[src/rtl/pid_filter_defs.vh]
// Constants shared by the filter parameter loader design and testbench files
`ifndef PID_FILTER_DEFS_VH
`define PID_FILTER_DEFS_VH

// Command codes
`define LOAD_FILTER_CMD      8'h1E
`define APPLY_FILTER_CMD     8'h04
`define LOAD_TRAJECTORY_CMD  8'h1F

// Filter control word fields
`define FCW_INTERVAL_MSB     15
`define FCW_INTERVAL_LSB     8
`define FCW_SEL_PROP         3
`define FCW_SEL_INTEG        2
`define FCW_SEL_DERIV        1
`define FCW_SEL_LIMIT        0

// Trajectory control word load bits (each item is two words)
`define TCW_SEL_ACCEL        5
`define TCW_SEL_VEL          3
`define TCW_SEL_POS          1
`define TRAJ_BYTES_PER_ITEM  4'h4

// Interval step length in device clocks
`define CLKS_PER_STEP        2048
`define STEP_CNT_W           11
`define STEP_CNT_LAST        11'h7FF

// APB byte addresses
`define ADDR_CMD             12'h000
`define ADDR_DATA            12'h004
`define ADDR_STATUS          12'h008
`define ADDR_PROP_GAIN       12'h00C
`define ADDR_INTEG_GAIN      12'h010
`define ADDR_DERIV_GAIN      12'h014
`define ADDR_INTEG_LIMIT     12'h018

// Status register bits
`define STAT_BUSY            0
`define STAT_APPLY_PENDING   1
`define STAT_LOADING         2

// Reset values
`define RST_GAIN             16'h0000
`define RST_INTERVAL         8'h00

`endif

[src/rtl/integral_clamp.v]
// Integral term clamp against the working integration limit
`timescale 1ns/1ps
module integral_clamp
(
   input  wire               clk,
   input  wire               reset,
   input  wire signed [31:0] integral_in,
   input  wire        [15:0] limit,
   output reg  signed [31:0] integral_out
);
   wire signed [31:0] pos_lim;
   wire signed [31:0] neg_lim;

   assign pos_lim = {16'h0000, limit};
   assign neg_lim = -pos_lim;

   always @(posedge clk)
   begin
      if (reset)
         integral_out <= 32'h00000000;
      else if (integral_in > pos_lim)
         integral_out <= pos_lim;
      else if (integral_in < neg_lim)
         integral_out <= neg_lim;
      else
         integral_out <= integral_in;
   end
endmodule // integral_clamp

[src/rtl/pid_filter_param_loader.v]
// Filter parameter loader: command decode, double buffers, update, clamp
//
// The APB register port and the register addresses are this design's own decisions.
`timescale 1ns/1ps
`include "pid_filter_defs.vh"

// Overview of operation
// Command 1E starts a filter load of two to ten bytes, allowed in motion.
// First two data bytes form the control word, high byte first.
// Control word bits 15..8 are the derivative interval code, bit 8 lsb.
// Derivative interval is (code+1) times 2048 device clocks.
// Control word bits 7..4 are ignored.
// Bits 3..0 select proportional, integral, derivative gain and limit.
// A control word with no select bits ends the command at once.
// Selected words follow high byte first, in fixed order P, I, D, limit.
// Host waits for busy clear before each byte pair.
// Host keeps and resends the interval field; it is not readable.
// Host sends gains and limit only within 0000..7FFF.
// Integral term magnitude above the limit is replaced by signed limit.
// Loaded values go to holding buffers only until the update command.
// Command 04 copies all buffered parameters, interval too, to working.
// The copy happens at a computation boundary, never mid-calculation.
// Command 1F accepts two to fourteen data bytes.
// Host keeps trajectory values within their documented ranges.
// Two bytes per selected bit are expected; the last byte ends the load.
// An update with nothing newly loaded leaves working values unchanged.
module pid_filter_param_loader
(
   input  wire        REF_CLK,
   input  wire        RESET,
   input  wire        PSEL,
   input  wire        PENABLE,
   input  wire        PWRITE,
   input  wire [11:0] PADDR,
   input  wire [31:0] PWDATA,
   output reg  [31:0] PRDATA,
   output reg         PREADY,
   output reg         PSLVERR,
   input  wire [31:0] INTEGRAL_TERM,
   output wire [31:0] CLAMPED_INTEGRAL,
   output reg  [15:0] PROPORTIONAL_GAIN,
   output reg  [15:0] INTEGRAL_GAIN,
   output reg  [15:0] DERIVATIVE_GAIN,
   output reg  [15:0] INTEGRATION_LIMIT,
   output reg  [7:0]  DERIV_INTERVAL,
   output reg         CALC_TICK,
   output reg         DERIV_TICK
);
   localparam [2:0] ST_IDLE   = 3'd0;
   localparam [2:0] ST_FCW_HI = 3'd1;
   localparam [2:0] ST_FCW_LO = 3'd2;
   localparam [2:0] ST_COEF   = 3'd3;
   localparam [2:0] ST_TCW_HI = 3'd4;
   localparam [2:0] ST_TCW_LO = 3'd5;
   localparam [2:0] ST_TDATA  = 3'd6;

   reg  [2:0]  state;
   reg  [7:0]  hi_byte;
   reg         hi_seen;
   reg  [3:0]  sel_left;
   reg  [3:0]  traj_left;
   reg  [15:0] buf_prop;
   reg  [15:0] buf_integ;
   reg  [15:0] buf_deriv;
   reg  [15:0] buf_limit;
   reg  [7:0]  buf_interval;
   reg         dirty;
   reg         apply_pending;
   reg  [`STEP_CNT_W-1:0] step_cnt;
   reg  [7:0]  interval_cnt;

   wire        acc_phase;
   wire        wr_cmd;
   wire        wr_data;
   wire [7:0]  data_byte;
   wire [15:0] data_word;
   wire        step_end;
   wire        busy;

   // Highest remaining select bit: fixed P, I, D, limit order
   function [3:0] next_sel;
      input [3:0] sel;
      begin
         if (sel[`FCW_SEL_PROP])
            next_sel = 4'b1000;
         else if (sel[`FCW_SEL_INTEG])
            next_sel = 4'b0100;
         else if (sel[`FCW_SEL_DERIV])
            next_sel = 4'b0010;
         else if (sel[`FCW_SEL_LIMIT])
            next_sel = 4'b0001;
         else
            next_sel = 4'b0000;
      end
   endfunction

   function addr_mapped;
      input [11:0] a;
      begin
         addr_mapped = (a == `ADDR_CMD) || (a == `ADDR_DATA) ||
                       (a == `ADDR_STATUS) || (a == `ADDR_PROP_GAIN) ||
                       (a == `ADDR_INTEG_GAIN) || (a == `ADDR_DERIV_GAIN) ||
                       (a == `ADDR_INTEG_LIMIT);
      end
   endfunction

   assign acc_phase = PSEL & PENABLE & PREADY;
   assign wr_cmd    = acc_phase & PWRITE & (PADDR == `ADDR_CMD);
   assign wr_data   = acc_phase & PWRITE & (PADDR == `ADDR_DATA);
   assign data_byte = PWDATA[7:0];
   assign data_word = {hi_byte, data_byte};
   assign step_end  = (step_cnt == `STEP_CNT_LAST);
   // Busy while a coefficient byte pair is half written or an update waits
   assign busy      = hi_seen | apply_pending;

   // APB answer: one wait state, so PREADY rises in the access phase
   always @(posedge REF_CLK)
   begin
      if (RESET)
      begin
         PREADY  <= 1'b0;
         PSLVERR <= 1'b0;
         PRDATA  <= 32'h00000000;
      end
      else if (PSEL & PENABLE & ~PREADY)
      begin
         PREADY  <= 1'b1;
         PSLVERR <= ~addr_mapped(PADDR);
         PRDATA  <= 32'h00000000;
         if (~PWRITE)
         begin
            case (PADDR)
               `ADDR_STATUS:
                  PRDATA <= {29'h00000000, (state != ST_IDLE),
                             apply_pending, busy};
               `ADDR_PROP_GAIN:
                  PRDATA <= {16'h0000, PROPORTIONAL_GAIN};
               `ADDR_INTEG_GAIN:
                  PRDATA <= {16'h0000, INTEGRAL_GAIN};
               `ADDR_DERIV_GAIN:
                  PRDATA <= {16'h0000, DERIVATIVE_GAIN};
               `ADDR_INTEG_LIMIT:
                  PRDATA <= {16'h0000, INTEGRATION_LIMIT};
               default:
                  PRDATA <= 32'h00000000;
            endcase
         end
      end
      else
      begin
         PREADY  <= 1'b0;
         PSLVERR <= 1'b0;
      end
   end

   // Command and data byte sequencer; a new command aborts an old one
   always @(posedge REF_CLK)
   begin
      if (RESET)
      begin
         state        <= ST_IDLE;
         hi_byte      <= 8'h00;
         hi_seen      <= 1'b0;
         sel_left     <= 4'h0;
         traj_left    <= 4'h0;
         buf_prop     <= `RST_GAIN;
         buf_integ    <= `RST_GAIN;
         buf_deriv    <= `RST_GAIN;
         buf_limit    <= `RST_GAIN;
         buf_interval <= `RST_INTERVAL;
         dirty        <= 1'b0;
      end
      else if (wr_cmd)
      begin
         hi_seen <= 1'b0;
         case (data_byte)
            `LOAD_FILTER_CMD:
               state <= ST_FCW_HI;
            `LOAD_TRAJECTORY_CMD:
               state <= ST_TCW_HI;
            default:
               state <= ST_IDLE;
         endcase
      end
      else if (wr_data)
      begin
         case (state)
            ST_FCW_HI:
            begin
               hi_byte <= data_byte;
               state   <= ST_FCW_LO;
            end
            ST_FCW_LO:
            begin
               buf_interval <= hi_byte;
               dirty        <= 1'b1;
               sel_left     <= data_byte[3:0];
               if (data_byte[3:0] == 4'h0)
                  state <= ST_IDLE;
               else
                  state <= ST_COEF;
            end
            ST_COEF:
            begin
               if (~hi_seen)
               begin
                  hi_byte <= data_byte;
                  hi_seen <= 1'b1;
               end
               else
               begin
                  hi_seen <= 1'b0;
                  // A word landing after an update must still be copied later
                  dirty   <= 1'b1;
                  case (next_sel(sel_left))
                     4'b1000: buf_prop  <= data_word;
                     4'b0100: buf_integ <= data_word;
                     4'b0010: buf_deriv <= data_word;
                     4'b0001: buf_limit <= data_word;
                     default: buf_limit <= buf_limit;
                  endcase
                  sel_left <= sel_left & ~next_sel(sel_left);
                  if ((sel_left & ~next_sel(sel_left)) == 4'h0)
                     state <= ST_IDLE;
               end
            end
            ST_TCW_HI:
            begin
               hi_byte <= data_byte;
               state   <= ST_TCW_LO;
            end
            ST_TCW_LO:
            begin
               // Trajectory items are counted and discarded here
               traj_left <= (hi_byte[0] ? 4'h0 : 4'h0) +
                  (data_byte[`TCW_SEL_ACCEL] ? `TRAJ_BYTES_PER_ITEM : 4'h0) +
                  (data_byte[`TCW_SEL_VEL]   ? `TRAJ_BYTES_PER_ITEM : 4'h0) +
                  (data_byte[`TCW_SEL_POS]   ? `TRAJ_BYTES_PER_ITEM : 4'h0);
               if (data_byte[`TCW_SEL_ACCEL] | data_byte[`TCW_SEL_VEL] |
                   data_byte[`TCW_SEL_POS])
                  state <= ST_TDATA;
               else
                  state <= ST_IDLE;
            end
            ST_TDATA:
            begin
               traj_left <= traj_left - 4'h1;
               if (traj_left == 4'h1)
                  state <= ST_IDLE;
            end
            default:
               state <= ST_IDLE;
         endcase
      end
      else if (apply_pending && step_end)
         dirty <= 1'b0;
   end

   // Update request is held until the next computation boundary
   always @(posedge REF_CLK)
   begin
      if (RESET)
         apply_pending <= 1'b0;
      else if (wr_cmd && (data_byte == `APPLY_FILTER_CMD))
         apply_pending <= 1'b1;
      else if (step_end)
         apply_pending <= 1'b0;
   end

   // Working registers change only at a step boundary
   always @(posedge REF_CLK)
   begin
      if (RESET)
      begin
         PROPORTIONAL_GAIN <= `RST_GAIN;
         INTEGRAL_GAIN     <= `RST_GAIN;
         DERIVATIVE_GAIN   <= `RST_GAIN;
         INTEGRATION_LIMIT <= `RST_GAIN;
         DERIV_INTERVAL    <= `RST_INTERVAL;
      end
      else if (apply_pending && step_end && dirty)
      begin
         PROPORTIONAL_GAIN <= buf_prop;
         INTEGRAL_GAIN     <= buf_integ;
         DERIVATIVE_GAIN   <= buf_deriv;
         INTEGRATION_LIMIT <= buf_limit;
         DERIV_INTERVAL    <= buf_interval;
      end
   end

   // Step divider and derivative interval counter
   always @(posedge REF_CLK)
   begin
      if (RESET)
      begin
         step_cnt     <= {`STEP_CNT_W{1'b0}};
         interval_cnt <= 8'h00;
         CALC_TICK    <= 1'b0;
         DERIV_TICK   <= 1'b0;
      end
      else
      begin
         step_cnt   <= step_cnt + 1'b1;
         CALC_TICK  <= step_end;
         DERIV_TICK <= 1'b0;
         if (step_end)
         begin
            if (interval_cnt >= DERIV_INTERVAL)
            begin
               interval_cnt <= 8'h00;
               DERIV_TICK   <= 1'b1;
            end
            else
               interval_cnt <= interval_cnt + 8'h01;
         end
      end
   end

   integral_clamp u_clamp
   (
      .clk          (REF_CLK),
      .reset        (RESET),
      .integral_in  (INTEGRAL_TERM),
      .limit        (INTEGRATION_LIMIT),
      .integral_out (CLAMPED_INTEGRAL)
   );
endmodule // pid_filter_param_loader

[config.mk]
export PLATFORM = sky130hd
export DESIGN_NAME = pid_filter_param_loader
export DESIGN_NICKNAME = d
export VERILOG_FILES = /design/src/rtl/integral_clamp.v /design/src/rtl/pid_filter_param_loader.v
export VERILOG_INCLUDE_DIRS = /design/src /design/src/rtl
export SDC_FILE = /design/constraint.sdc
export NUM_CORES = 1
export LEC_CHECK = 0
export BUFFER_PORTS_ARGS = -buffer_cell sky130_fd_sc_hd__buf_2
export CORE_MARGIN = 3
export CORE_UTILIZATION = 50
export CTS_CLUSTER_SIZE = 30
export DETAILED_ROUTE_END_ITERATION = 7
export GPL_TIMING_DRIVEN = 0
export PLACE_DENSITY = 0.75
export SKIP_CTS_REPAIR_TIMING = 1
export SLEW_MARGIN = 40
export SYNTH_ARGS = -nofsm -noshare
export SYNTH_HDL_FRONTEND = slang
export SYNTH_SLANG_ARGS = --single-unit
[constraint.sdc]
create_clock -name REF_CLK -period 4.35 [get_ports REF_CLK]
set_input_delay 0.435 -clock REF_CLK [delete_from_list [all_inputs] [get_ports REF_CLK]]
set_output_delay 0.435 -clock REF_CLK [all_outputs]
set_load 0.005 [all_outputs]
# ---- Word-level counts from Yosys, hierarchy flattened
# Index checks and enable logic that the tools add are counted.
dict set report totals {
  ff_bits 253
  output_inout_bits 140
  word_cells 154
  input_bits 81
}
dict set report op_classes {
  reduce_logical 35
  bitwise 16
  n_addsub 6
  muxes 40
  magnitude_cmp 3
  n_eq_ne 28
}
# op n
set ops {}
lappend ops {{$pmux 16 s5} 1}
lappend ops {{$eq 12x5->1 const B} 3}
lappend ops {{$gt 32x17->1} 1}
lappend ops {{$lt 32x32->1} 1}
lappend ops {{$mux 16} 2}
lappend ops {{$mux 32} 1}
lappend ops {{$neg 16->32} 1}
lappend ops {{$mux 3} 10}
lappend ops {{$mux 4} 7}
lappend ops {{$eq 12x4->1 const B} 2}
lappend ops {{$reduce_and 5->1} 4}
lappend ops {{$pmux 3 s6} 1}
lappend ops {{$eq 8x5->1 const B} 2}
lappend ops {{$mux 8} 2}
lappend ops {{$pmux 4 s2} 2}
lappend ops {{$pmux 8 s2} 1}
lappend ops {{$reduce_and 4->1} 4}
lappend ops {{$eq 12x3->1 const B} 1}
lappend ops {{$logic_not 12->1} 1}
lappend ops {{$ne 3x3->1 const B} 4}
lappend ops {{$reduce_bool 2->1} 6}
lappend ops {{$add 11x1->11 const B} 1}
lappend ops {{$eq 11x11->1 const B} 1}
lappend ops {{$reduce_or 2->1} 5}
lappend ops {{other kinds (30)} 64}

# ---- Longest topological paths before layout
dict set report logic_depth {
  ltp_word 17
  mapped_depth 18
  ltp_nobuf 15
}

# ---- By module
# Synthesis repeated with hierarchy kept, for this count alone.
dict set report unflattened {
  cells_unflattened 1439
  area_unflattened_um2 11898.9
}
# mod area_per_inst_um2 n_inst cells_per_inst seq_area_each_um2
set modules_own_cells {}
lappend modules_own_cells {pid_filter_param_loader 8764.7 1 1055 4103.9}
lappend modules_own_cells {integral_clamp 3134.3 1 384 640.6}

# ---- Worst setup path before layout
# Ideal clock, no wire load.
dict set report synth_timing {
  kind {register to register}
  start {reg INTEGRATION_LIMIT[2]}
  end {reg u_clamp.integral_out[16]}
  n_path_buf 3
  setup_slack_ns 0.022
  setup_time_ns 0.059
  stages_incl_launch_ff 18
  t_arrival_ns 4.269
  required_time_ns 4.291
  synth_period_minus_slack_ns 4.328
  path_cell_list {dfxtp_1 buf_2 or3_1 or3_1 nor3_2 nand2_1 nor3_1 ha_1 inv_1 ha_1 a21oi_1 o21ai_0 a211o_1 o31ai_1 mux2i_1 clkbuf_1 buf_1 o21a_1}
}
dict set report synth_via {
  elab_chain_len 3
  elab_cells_between_ends 5
  cone_classes {1 x add/sub; 2 x order compare; 1 x mux; 1 x reduce/logical}
}
# item line_no
set synth_lines {}
lappend synth_lines {{start: declaration} pid_filter_param_loader.v:44} ;# output reg [15:0] INTEGRATION_LIMIT,
lappend synth_lines {{start signal: assignment} pid_filter_param_loader.v:278} ;# INTEGRATION_LIMIT <= `RST_GAIN;
lappend synth_lines {{start signal: assignment} pid_filter_param_loader.v:286} ;# INTEGRATION_LIMIT <= buf_limit;
lappend synth_lines {{$neg 16->32} integral_clamp.v:15} ;# assign neg_lim = -pos_lim;
lappend synth_lines {{$lt 32x32->1} integral_clamp.v:23} ;# else if (integral_in < neg_lim)
lappend synth_lines {{$mux 32} integral_clamp.v:23}
lappend synth_lines {{end signal: assignment} integral_clamp.v:22} ;# integral_out <= pos_lim;
lappend synth_lines {{end signal: assignment} integral_clamp.v:24} ;# integral_out <= neg_lim;
lappend synth_lines {{end signal: assignment} integral_clamp.v:26} ;# integral_out <= integral_in;
lappend synth_lines {{end: declaration} integral_clamp.v:9} ;# output reg signed [31:0] integral_out
# Parallel ways exist; a longest one is shown, timed or not.
# A chain may end at the register's enable or synchronous reset.

# ---- Worst setup path after layout
dict set report layout_timing {
  start {reg INTEGRATION_LIMIT[2]}
  end {reg u_clamp.integral_out[1]}
}
dict set report layout_via {
  elab_chain_len 4
  elab_cells_between_ends 5
  cone_classes {1 x add/sub; 2 x order compare; 2 x mux}
}
# item line_no
set layout_lines {}
lappend layout_lines {{$neg 16->32} integral_clamp.v:15}
lappend layout_lines {{$lt 32x32->1} integral_clamp.v:23}
lappend layout_lines {{$mux 32} integral_clamp.v:23}
lappend layout_lines {{$mux 16 *} integral_clamp.v:21} ;# else if (integral_in > pos_lim)
# Mark *: on every way between the ends. The rest lies on a longest branch, timed or not.

==> metrics.md <==
| Metric | Value |
|---|---|
| Outcome | `complete, no violations` |
| EDFF count, synth | `0` |
| Vias | `10570` |
| CP Capture Type | `register` |
| TritonCTS clock tree | `built` |
| Final hold slack | `between 0.1 and 0.15 ns` |
| Core area | `21490 sq um` |
| Gr usage total | `0.2787` |
| Final setup viols | `0` |
| Commonest non-fill, non-tap cells in the layout | `nand2_1 (271), dfxtp_1 (235), buf_2 (185)` |
| Die ar. | `24110 sq um` |
| Worst-case reg-to-reg path depth | `15` |
| Hold Crit Class | `in -> reg` |
| Hpwl dp | `25930 um` |
| Synthesized instance count | `1322` |
| Crit Path Class | `reg -> reg` |
| Vias in the first global route | `roughly 10000` |
| R2r setup slk | `0.07 ns` |
| Yosys cell types | `68` |
| Input/output buffers | `~180` |
| Post-Syn Area | `roughly 11000 sq um` |
| Reg2Reg Launch Point | `INTEGRATION_LIMIT[2]` |
| Pre-CTS WS | `-1.125 ns` |
| Clk slew on worst S/H paths | `about 0.060 ns` |
| Vias per inst | `5.729` |
| Critical Path Start | `INTEGRATION_LIMIT[2]` |
| Arr. time, crit path | `4.69 ns` |
| Pwr/cell area | `345.3 nW/um^2` |
| Site row count | `53` |
| Nets@finish | `1695` |
| Fin Clk Skew | `around 0.013 ns` |
| Worst-skew pair later-pin latency | `0.54 ns` |
| Crit path depth | `15` |
| Num CTS Buffers | `25` |
| Largest net degree at the start of global routing | `14` |
| Asr flop ratio synth | `0` |
| Worst EP required | `between 4 and 5 ns` |
| Max FO, Critical Path | `10` |
| GP Congestion | `between 0.9 and 1` |
| Die H | `155.3 um` |
| Core Util, Final | `0.6311` |
| H-tree depth | `1` |
| Peak VDD IR | `0.0003018 V` |
| CP Cell Sequence | `buf_4 > or3_4 > or3_4 > nor3_4 > nand4_1 > xnor2_2 > ha_1 > a21oi_1 > o21ai_1 > a211o_1 > o31ai_4 > mux2i_4 > buf_6 > mux2i_2 > o2bb2ai_1` |
| Count of pins over their slew limit | `0` |
| CTS root buf | `clkbuf_16` |
| Crit-path leading delay family | `simple AND/OR/NAND/NOR gates` |
| Max cap viols | `0` |
| Fraction of layout cells with a size suffix above 1 | `0.2013` |
| I/O pin count | `~220` |
| Slowest CP cell | `mux2i_4` |
| Final Hold Viols | `0` |
| Antenna cell count | `0` |
| Global-route wire length before repair | `about 54000 um` |
| Sink Count | `237` |
| Main synth FF type | `dfxtp_1` |
| Remaining global-route overflow | `0` |
| CP bufs+invs | `2` |
| Crit start category | `register` |
| Max Clock Freq | `roughly 230 MHz` |
| Initial antenna violation count | `0` |
| Post-route ant nets | `0` |
| Initial DRC count | `985` |
| Worst path most repeated cell | `or3_4` |
| Reg-to-Reg End | `u_clamp.integral_out[1]` |
| Setup crit end | `u_clamp.integral_out[1]` |
| Drt total wl | `around 35000 um` |
| Leak pwr | `about 5.6 nW` |
| Initial Util | `0.5185` |
| Yosys reg bits | `237` |
| Router iterations before antenna repair | `7` |
| Sequential area share after synthesis | `0.4259` |
| CTS max path bufs | `3` |
| Largest stage delay, worst path | `0.40 ns` |
| WL/cell | `approximately 19 um` |
| Warnings from Yosys | `0` |
| Die span in x | `between 150 and 200 um` |
| Area Overhead vs Synth | `21.73%` |
| Slew headroom | `0.4756` |
| Final period utilization | `0.9835` |
| Post-layout min period | `4.278 ns` |
| DRC | `0` |
| Slew @ Worst Pin | `0.7866 ns` |
| Worst setup margin | `0.07199 ns` |
| Syn Area/Cell | `8.426 sq um` |
| Commonest non-fill, non-tap cell in the layout | `nand2_1` |
## stage by stage
step / TNS, ns / power (mW) / area (sq um) / cells
5_1_grt: -0.3453 / 4.810 / 13560 / 1845
2_1_floorplan: 0 / 2.382 / 11200 / 1337
4_1_cts: -32.90 / 4.679 / 13300 / 1836
6_report: 0 / 4.683 / 13560 / 1845
3_3_place_gp: -32.68 / 2.493 / 12440 / 1791
3_5_place_dp: -32.12 / 2.498 / 12440 / 1791
## registers in the layout, indices dropped and copies added (netlist names), 11 cells and up
name                  flops
u_clamp.integral_out     32
DERIVATIVE_GAIN          16
INTEGRAL_GAIN            16
INTEGRATION_LIMIT        16
PRDATA                   16
PROPORTIONAL_GAIN        16
buf_deriv                16
buf_integ                16
buf_limit                16
buf_prop                 16
step_cnt                 11
## worst reg2reg max path: stages (launching register included)
cell and delay, ns:
dfxtp_1 0.31, buf_4 0.17, or3_4 0.36, or3_4 0.36
nor3_4 0.30, nand4_1 0.22, xnor2_2 0.20, ha_1 0.32
a21oi_1 0.21, o21ai_1 0.11, a211o_1 0.27, o31ai_4 0.30
mux2i_4 0.40, buf_6 0.23, mux2i_2 0.29, o2bb2ai_1 0.11
## how the worst min path moves through the flow
stage               depth (start not counted)  slack, ns                        to         startpoint
floorplan                                   1       0.42               step_cnt[0]        step_cnt[0]
global placement                            1       0.43               step_cnt[0]        step_cnt[0]
detailed placement                          1       0.44               step_cnt[0]        step_cnt[0]
CTS                                         2       0.15  u_clamp.integral_out[23]  INTEGRAL_TERM[23]
global route                                2       0.15  u_clamp.integral_out[23]  INTEGRAL_TERM[23]
finish                                      2       0.15  u_clamp.integral_out[26]  INTEGRAL_TERM[26]
## power breakdown
group	switching [mW]	leakage [nW]	internal (mW)
Sequential	0.00526	1.91	2.19
Clock	0.894	0.430	1.31
Combinational	0.176	3.26	0.107
## synthesized netlist by cell type (8+ instances only)
library cell / number / area, sq um
xnor2_1: 16 / 140.1
nor4_1: 14 / 87.58
a211oi_1: 8 / 60.06
clkbuf_1: 63 / 236.5
o21a_1: 16 / 120.1
nand2_1: 273 / 1025
ha_1: 61 / 763.2
a222oi_1: 16 / 160.2
nand4_1: 19 / 118.9
and3_1: 9 / 56.30
buf_4: 19 / 142.6
a21o_1: 22 / 165.2
nor2_1: 82 / 307.8
xor2_1: 10 / 87.58
a21oi_1: 153 / 765.7
dfxtp_1: 237 / 4745
nand3_1: 24 / 120.1
o21ai_0: 20 / 100.1
mux2i_1: 56 / 560.5
inv_1: 44 / 165.2
or3_1: 10 / 62.56
nor3_1: 37 / 185.2
## layer usage
layer,track usage,vias to the layer above,part of all wire
li1,-,5069,-
met1,0.3761,4875,0.41
met2,0.4599,536,0.45
met3,0.04117,90,0.10
met4,0.09462,0,0.039
met5,0,-,0
## cell families after synthesis
logic type      after synthesis  synth area share
compound gates              284            0.1587
mux                          58           0.05234
simple gates                515            0.2168
other cells                   1         0.0003366
xor+xnor                     26           0.02044
fa+ha+maj                    63           0.07121
buf+inv                     138           0.05425
flops                       237            0.4259
## layout make-up
cell class | instances | area [sq um]
timing repair buffer | 189 | 968.4
multi-input combinational | 962 | 6013
tap | 275 | 344.1
inverter | 45 | 168.9
clock buffer | 35 | 743.2
clock inverter | 10 | 117.6
buffer | 92 | 457.9
fill | 1877 | 7925
sequential | 237 | 4747
Note: power is estimated with default switching activity, not from simulation.
